==> src/hw/mbp_regs.vh <==
`ifndef MBP_REGS_VH
`define MBP_REGS_VH
`define MBP_NUM_MATCH 7
`define MBP_NUM_OUT 6
`define MBP_CNT_W 32
`define MBP_ACT_STOP 0
`define MBP_ACT_RESET 1
`define MBP_ACT_IRQ 2
`define MBP_CNT_RST 32'h00000000
`define MBP_MATCH_RST 32'h00000000
`define MBP_CAP_RISE 0
`define MBP_CAP_FALL 1
`endif

==> src/hw/mbp_pwm.v <==
// Operation
// - Count is compared against seven match registers driving outputs and actions
// - Period match resets the count and starts a new cycle
// - Single-edge output edge position set by its own match register
// - Single-edge outputs rise at each cycle start unless constant low
// - Double-edge output uses two matches; order sets pulse polarity
// - Six single-edge, up to five double-edge outputs (outputs 1 to 5), or a mix
// - Each match may stop, reset or interrupt per configuration
// - Released match values apply only at cycle boundary, no glitch
// - Period and width are whole timer counts; common repetition rate
// - Timer mode counts clock; counter mode counts capture input edges
// - Without PWM mode acts as 32-bit timer with 32-bit prescaler
`timescale 1ns/100ps
`include "mbp_regs.vh"
module mbp_pwm
#(
   parameter CW = `MBP_CNT_W,
   parameter NM = `MBP_NUM_MATCH,
   parameter NO = `MBP_NUM_OUT
)
(
   // Clock and reset
   input wire clk,
   input wire rst_b,
   // Control
   input wire count_enable,
   input wire count_reset,
   input wire pwm_mode,
   input wire counter_mode,
   input wire [1:0] cap_edge_sel,
   input wire [1:0] cap_sel,
   input wire [3:0] cap_in,
   input wire [CW-1:0] prescale,
   // Match programming
   input wire [NM-1:0] match_wr,
   input wire [CW-1:0] match_wdata,
   input wire [NM-1:0] match_release,
   input wire [3*NM-1:0] match_action,
   // Output configuration
   input wire [NO-1:0] out_enable,
   input wire [NO-1:0] out_double_edge,
   // Status and outputs
   output reg [CW-1:0] count,
   output reg [CW-1:0] prescale_count,
   output reg [NM-1:0] match_event,
   output wire [NM-1:0] match_irq,
   output reg counting,
   output wire [NO-1:0] pwm_out
);
   // Per-match slices in g_match feed hit, reset_req and stop_req; g_cap feeds cap_hist
   wire [NM-1:0] hit;
   wire [NM-1:0] reset_req;
   wire [NM-1:0] stop_req;
   wire [3:0] cap_hist;
   wire any_reset;
   wire any_stop;
   wire period_hit;
   wire presc_wrap;
   wire cap_sig;
   wire cap_d;
   wire cap_edge;
   reg cap_valid;
   reg tick;
   reg stopped;
   reg next_stopped;
   reg next_counting;
   reg [CW-1:0] next_count;
   reg [CW-1:0] next_prescale_count;
   genvar g;

   // Every capture pin keeps its own history, so moving cap_sel
   // never compares one pin against another and fakes an edge
   generate
      for (g = 0; g < 4; g = g + 1)
      begin : g_cap
         reg last;

         always @(posedge clk or negedge rst_b)
         begin
            if (!rst_b)
               last <= 1'b0;
            else
               last <= cap_in[g];
         end

         assign cap_hist[g] = last;
      end
   endgenerate

   // Pins are synchronous; one cycle of history finds the edge. No edge
   // counts until the history holds a real sample, so a pin idling high
   // cannot fake a rising edge right after reset
   assign cap_sig = cap_in[cap_sel];
   assign cap_d = cap_hist[cap_sel];
   assign cap_edge = cap_valid &
      ((cap_edge_sel[`MBP_CAP_RISE] & cap_sig & ~cap_d) |
      (cap_edge_sel[`MBP_CAP_FALL] & ~cap_sig & cap_d));

   always @(posedge clk or negedge rst_b)
   begin
      if (!rst_b)
         cap_valid <= 1'b0;
      else
         cap_valid <= 1'b1;
   end

   // Prescaler wraps when its count reaches the programmed value
   assign presc_wrap = (prescale_count == prescale);

   // Prescaler only runs while counting in timer mode; counter mode bypasses it
   always @*
   begin
      next_prescale_count = prescale_count;
      if (count_reset)
         next_prescale_count = `MBP_CNT_RST;
      else if (counting && !counter_mode)
      begin
         if (presc_wrap)
            next_prescale_count = `MBP_CNT_RST;
         else
            next_prescale_count = prescale_count + 1'b1;
      end
   end

   // Tick source: prescaled clock in timer mode, input edges in counter mode
   always @*
   begin
      tick = 1'b0;
      if (counting)
      begin
         if (counter_mode)
            tick = cap_edge;
         else
            tick = presc_wrap;
      end
   end

   // One slice per match register: software shadow, active copy seen by
   // the comparator, release flag, and the actions the match requests
   generate
      for (g = 0; g < NM; g = g + 1)
      begin : g_match
         reg [CW-1:0] shadow;
         reg [CW-1:0] active;
         reg pending;

         // Compare only on a tick, so a count held over many clocks matches once
         assign hit[g] = tick && (count == active);
         assign reset_req[g] = hit[g] & match_action[3*g+`MBP_ACT_RESET];
         assign stop_req[g] = hit[g] & match_action[3*g+`MBP_ACT_STOP];
         assign match_irq[g] = match_event[g] & match_action[3*g+`MBP_ACT_IRQ];

         always @(posedge clk or negedge rst_b)
         begin
            if (!rst_b)
               shadow <= `MBP_MATCH_RST;
            else if (match_wr[g])
               shadow <= match_wdata;
         end

         // A plain timer takes writes at once; PWM mode waits for the period
         // match so a pulse is never cut short mid-cycle
         always @(posedge clk or negedge rst_b)
         begin
            if (!rst_b)
               active <= `MBP_MATCH_RST;
            else if (!pwm_mode)
            begin
               if (match_wr[g])
                  active <= match_wdata;
            end
            else if (period_hit && pending)
               active <= shadow;
         end

         // Release is remembered until the next period match applies it
         always @(posedge clk or negedge rst_b)
         begin
            if (!rst_b)
               pending <= 1'b0;
            else if (!pwm_mode)
               pending <= 1'b0;
            else if (match_release[g])
               pending <= 1'b1;
            else if (period_hit)
               pending <= 1'b0;
         end
      end
   endgenerate

   // Period match always restarts the cycle in PWM mode
   assign period_hit = pwm_mode & hit[0];

   // Any match asking for a reset restarts the count; reset beats stop
   assign any_reset = (|reset_req) | period_hit;
   assign any_stop = |stop_req;

   // Main count: clear, restart on a reset match, freeze on a stop match,
   // else step on each tick
   always @*
   begin
      next_count = count;
      if (count_reset)
         next_count = `MBP_CNT_RST;
      else if (any_reset)
         next_count = `MBP_CNT_RST;
      else if (any_stop)
         next_count = count;
      else if (tick)
         next_count = count + 1'b1;
   end

   // A stop stays in force until count_reset; counting alone would
   // follow count_enable again on the very next cycle
   always @*
   begin
      next_stopped = stopped;
      if (count_reset)
         next_stopped = 1'b0;
      else if (any_stop)
         next_stopped = 1'b1;
   end

   always @*
   begin
      next_counting = count_enable & ~next_stopped;
   end

   // Registers follow the next-state logic above
   always @(posedge clk or negedge rst_b)
   begin
      if (!rst_b)
         count <= `MBP_CNT_RST;
      else
         count <= next_count;
   end

   always @(posedge clk or negedge rst_b)
   begin
      if (!rst_b)
         prescale_count <= `MBP_CNT_RST;
      else
         prescale_count <= next_prescale_count;
   end

   // Counting follows count_enable unless a stop match froze the timer
   always @(posedge clk or negedge rst_b)
   begin
      if (!rst_b)
      begin
         counting <= 1'b0;
         stopped <= 1'b0;
      end
      else
      begin
         counting <= next_counting;
         stopped <= next_stopped;
      end
   end

   // Events stand for one cycle, in step with the output edges they cause
   always @(posedge clk or negedge rst_b)
   begin
      if (!rst_b)
         match_event <= {NM{1'b0}};
      else
         match_event <= hit;
   end

   // Output n: single edge rises at the period match and falls at match n+1.
   // Double edge (n >= 1) rises at match n and falls at match n+1; whichever
   // comes first in the cycle decides the pulse polarity. Output 0 has no
   // spare rise match, so it is always single edge
   generate
      for (g = 0; g < NO; g = g + 1)
      begin : g_out
         wire dbl;
         wire out_on;
         wire rise_hit;
         wire fall_hit;

         assign dbl = out_double_edge[g] & (g != 0);
         assign out_on = out_enable[g] & pwm_mode;
         assign rise_hit = hit[g];
         assign fall_hit = hit[g+1];

         mbp_pwm_out u_out
         (
            .clk(clk),
            .rst_b(rst_b),
            .cycle_start(period_hit),
            .enable(out_on),
            .double_edge(dbl),
            .set_match(rise_hit),
            .clr_match(fall_hit),
            .pwm(pwm_out[g])
         );
      end
   endgenerate
endmodule

==> src/hw/mbp_pwm_out.v <==
`timescale 1ns/100ps
module mbp_pwm_out
(
   // Clock and reset
   input wire clk,
   input wire rst_b,
   // Cycle control
   input wire cycle_start,
   input wire enable,
   input wire double_edge,
   input wire set_match,
   input wire clr_match,
   // Output
   output reg pwm
);
   reg next_pwm;

   always @*
   begin
      next_pwm = pwm;
      if (!enable)
         next_pwm = 1'b0;
      else if (double_edge)
      begin
         // Clear wins when both edges coincide: avoids a stray one-count pulse
         if (clr_match)
            next_pwm = 1'b0;
         else if (set_match)
            next_pwm = 1'b1;
      end
      else
      begin
         if (clr_match)
            next_pwm = 1'b0;
         else if (cycle_start)
            next_pwm = 1'b1;
      end
   end

   always @(posedge clk or negedge rst_b)
   begin
      if (!rst_b)
         pwm <= 1'b0;
      else
         pwm <= next_pwm;
   end
endmodule

==> config.mk <==
export PLATFORM = sky130hd
export DESIGN_NAME = mbp_pwm
export DESIGN_NICKNAME = d
export VERILOG_FILES = /design/src/hw/mbp_pwm.v /design/src/hw/mbp_pwm_out.v
export VERILOG_INCLUDE_DIRS = /design/src /design/src/hw
export SDC_FILE = /design/constraint.sdc
export NUM_CORES = 1
export LEC_CHECK = 0
export BUFFER_PORTS_ARGS = -buffer_cell sky130_fd_sc_hd__clkbuf_2
export CAP_MARGIN = 10
export CORE_MARGIN = 4
export CORE_UTILIZATION = 50
export CTS_BUF_LIST = sky130_fd_sc_hd__clkbuf_16
export DETAILED_ROUTE_END_ITERATION = 10
export PLACE_DENSITY = 0.65
export RECOVER_POWER = 25
export SETUP_SLACK_MARGIN = 0.1
export SLEW_MARGIN = 40
export SYNTH_ARGS = -nofsm -noshare
export SYNTH_HDL_FRONTEND = slang
export SYNTH_SLANG_ARGS = --single-unit
==> constraint.sdc <==
create_clock -name clk -period 3.2 [get_ports clk]
set_clock_uncertainty 0.2 [all_clocks]
set_input_delay 0.32 -clock clk [delete_from_list [all_inputs] [get_ports clk]]
set_output_delay 0.32 -clock clk [all_outputs]
set_load 0.01 [all_outputs]
==> results by group <==
Outcome
  • Status: finished, violations left
  • Failing checks: max-capacitance violations, max-slew violations

Route
  • Starting DRT DRC Count: 1987
  • Drt pass-1 iters: 7
  • Vias/cell: 5.828
  • DRT Wirelength: 83.14 mm
  • Routed len/inst: 24.39 um
  • Residual DRC: 0
  • Total number of vias: 19868
  • Antenna Nets Post-Route: 0

STA
  • Max-Slew Margin vs Limit: -0.6095
  • Hold Violations, Final: 0
  • Worst Tran Pin Value: 2.414 ns
  • Tmin final: 3.178 ns
  • Setup Viol. Count Final: 0
  • Setup_tns: 0 ns
  • Final Cycle Share: 0.9930
  • Slew Viols, Final: 168
  • RSZ-0062 raised after global routing: true
  • Maximum clock frequency: 314.7 MHz

Setup path
  • Crit path DAT: 3.50 ns
  • Critical Path Sink Type: register
  • Largest delay contributor family on the critical path: simple AND/OR/NAND/NOR gates
  • FF-to-FF End: count[10]
  • CP Cell Sequence: buf_12, xor2_1, nor4_2, nand4_1, nor3_1, a2111o_1, or3_4, or4_1, a21oi_1
  • Startpoint types: register
  • Critical register-to-register path startpoint: count[6]
  • Worst-path maximum fanout: 14
  • CP bufs+invs: 1
  • Critical Path RT: 3.53 ns
  • Reg2Reg Setup Slack: 0.02 ns
  • R2R cell count: 9
  • CP max stage delay: 0.53 ns
  • Critical path class: reg2reg
  • Crit-path slowest cell: or4_1

Clocking
  • TritonCTS clock tree: built
  • CTS root buffer: clkbuf_16
  • Clock Path Buffers: 3
  • Clock transition at path regs: 0.07 ns
  • CTS Buf Count: 56
  • Clk_lat worst skew: 0.61 ns
  • # clock sinks: 539
  • H-tree level count: 2

Yosys
  • EDFF count, synth: 0
  • Area leader, netlist: dfrtp_1
  • Unique masters post-synth: 51
  • Post-synthesis sequential area ratio: 0.5355
  • Mean Syn Cell Area: 10.66 um2
  • Synth top area share: 0.5355
  • Netlist Area Pre-Place: 25190 um2
  • Register bit total from synthesis: 539
  • Synth top area cells: dfrtp_1 (54%), mux2_2 (10%), xnor2_1 (6.0%)
  • Mapped Nets: 2489
  • Cell count after synthesis: 2362
  • Yosys Warn Count: 0
  • Post-synth ARST share: 1.000
  • Post-synth top flop: dfrtp_1

Die
  • Site Rows: 81
  • Die H: 232.4 um
  • Die Outline Area: 54030 um2
  • Initial core utilization: 0.5103
  • Core area: 49360 um2
  • Die X: 232.4 um
  • I/O pins: 210

Global routing
  • Largest net degree at the start of global routing: 91
  • Tot GR Track Use: 0.3016
  • Vias in the first global route: 19780
  • First-pass GRT wire length: 123.3 mm
  • Global route overflow: 0
  • Initial antenna violation count: 2

Min path
  • Hold Path Stages: 5
  • Worst Hold Class: in2reg
  • Hold path startpoint: match_action[16]
  • Hold endpoint: count[3]

Pwr
  • Logic pwr share: 0.138
  • Switch Pwr: 4658 uW
  • Sw Ratio: 0.2797
  • Pwr dens: 542.9 nW/um2
  • Static leakage: 0.01347 uW
  • Clock group share of total power: 0.371
  • Internal power: 11990 uW
  • Sequential share of power: 0.491
  • Peak VDD IR: 462.0 uV

Final layout
  • Area grow syn2layout: 21.77%
  • Nets: 2827
  • Utilization after layout: 0.6214
  • Share of cells above drive strength 1: 0.2656
  • Fillers: 4089
  • Diode count: 0
  • Design area: 30670 um2

Placement
  • RD Place Congestion: 0.9967
  • Placed Instance Area: 27870 um2
  • Dpl hpwl: 58.60 mm
  • PortBufs: 208

Run
  • MaxCap Viol Count: 5
## layer usage
metal  GRT usage  part of all wire
met5           0           0.00031
met4     0.08967             0.035
met3     0.05301             0.086
met2      0.4759              0.45
met1      0.4310              0.43
## placed cells by master, fill, tap and decap left out, types with 14 or more instances in the layout
master	n
a21oi_1	257
and3_1	14
buf_12	28
buf_4	130
clkbuf_1	37
clkbuf_16	60
clkbuf_2	180
clkinv_1	16
dfrtp_1	514
dfrtp_2	25
dlygate4sd3_1	59
inv_1	35
mux2_2	224
nand2_1	261
nand3_1	28
nand4_1	61
nor2_1	42
nor2b_1	48
nor4_1	32
o21ai_0	251
xnor2_1	159
xor2_1	98
## logic make-up (layout without fill, tap and decap cells)
group	count (synthesis)	count (layout)	share of synthesized area
other	1	1	0.0001489
buffers and inverters	185	566	0.03542
muxes	230	230	0.1035
and+or+nand+nor	558	560	0.1084
xor gates and xnor gates	278	278	0.09697
AOI/OAI and AO/OA	569	569	0.1190
DFF	539	539	0.5355
adders and majority gates	2	2	0.0009934
## power by group through the flow
stage | Clock [uW] | Sequential, uW | Combinational, uW
2_1_floorplan | 0 | 7980 | 1300
3_3_place_gp | 0 | 8250 | 2090
3_5_place_dp | 0 | 8270 | 2140
4_1_cts | 6260 | 8160 | 2240
5_1_grt | 6550 | 8240 | 2500
6_report | 6180 | 8180 | 2290
## cells in the mapped netlist (2+ instances only)
library cell and n:
a21o_1 4, a21oi_1 259, a22o_1 2, a31o_2 5
a31oi_1 10, and2_1 12, and3_1 14, and4_1 3
buf_1 8, buf_2 2, buf_4 28, buf_6 12
clkbuf_1 114, dfrtp_1 539, ha_1 2, inv_1 21
mux2_2 224, mux2i_1 4, mux4_2 2, nand2_1 261
nand2b_1 7, nand3_1 28, nand3b_1 5, nand4_1 61
nand4b_1 2, nor2_1 43, nor2b_1 48, nor3_1 11
nor4_1 40, nor4b_1 3, o2111a_1 4, o21a_1 10
o21ai_0 258, o31ai_1 9, o41ai_1 3, or3_1 10
or4_1 4, or4b_2 2, xnor2_1 173, xor2_1 104
## final cells by class
class / count / area, um2 / area share
tap: 664 / 830.8 / 0.02709
inverter: 21 / 78.83 / 0.002570
sequential: 539 / 13520 / 0.4408
multi-input combinational: 1640 / 11230 / 0.3661
clock buffer: 57 / 1426 / 0.04651
timing repair buffer: 442 / 3302 / 0.1077
clock inverter: 46 / 284.0 / 0.009261
## state kept, by name, summed over array words and instances, names as in the netlist
name / flops
cap_valid: 1
count: 32
counting: 1
g_cap.last: 4
g_match.active: 224
g_match.pending: 7
g_match.shadow: 224
g_out.u_out.pwm: 6
match_event: 7
prescale_count: 32
stopped: 1
## stage by stage
stage	instances	total power (uW)	setup WS, ns	hold slack [ns]
5_1_grt	3409	17280	-0.006156	0.1554
6_report	3409	16650	0.02238	0.1458
4_1_cts	3386	16650	0.1043	0.05754
3_5_place_dp	3222	10410	-0.3043	0.1743
3_3_place_gp	3222	10340	-0.3247	0.1669
2_1_floorplan	2362	9281	0.2972	-0.1756
## tightest hold or removal path, cell delays in order
cell	delay [ns]
clkbuf_2	0.07
a2111oi_0	0.10
o21ai_2	0.16
buf_12	0.20
a21oi_1	0.05
## repair_timing
action,4_1_cts,5_1_grt
gates resized for setup,23,52
gates cloned,1,5
buffers inserted,1,18
setup endpoints to repair,270,265
hold buffers,59,0
pin swaps,1,6
hold endpoints to repair,312,0
## worst max-delay path by stage
| stage | depth (start not counted) | end | start |
|---|---|---|---|
| global route | 14 | g_match[3].active[22] | count[22] |
| finish | 9 | count[10] | count[6] |
| CTS | 10 | count[8] | count[1] |
| global placement | 12 | g_out[2].u_out.pwm | count[8] |
| floorplan | 11 | count[10] | count[1] |
| detailed placement | 12 | g_match[4].active[12] | count[8] |
Power figures use the tool's default switching activity.
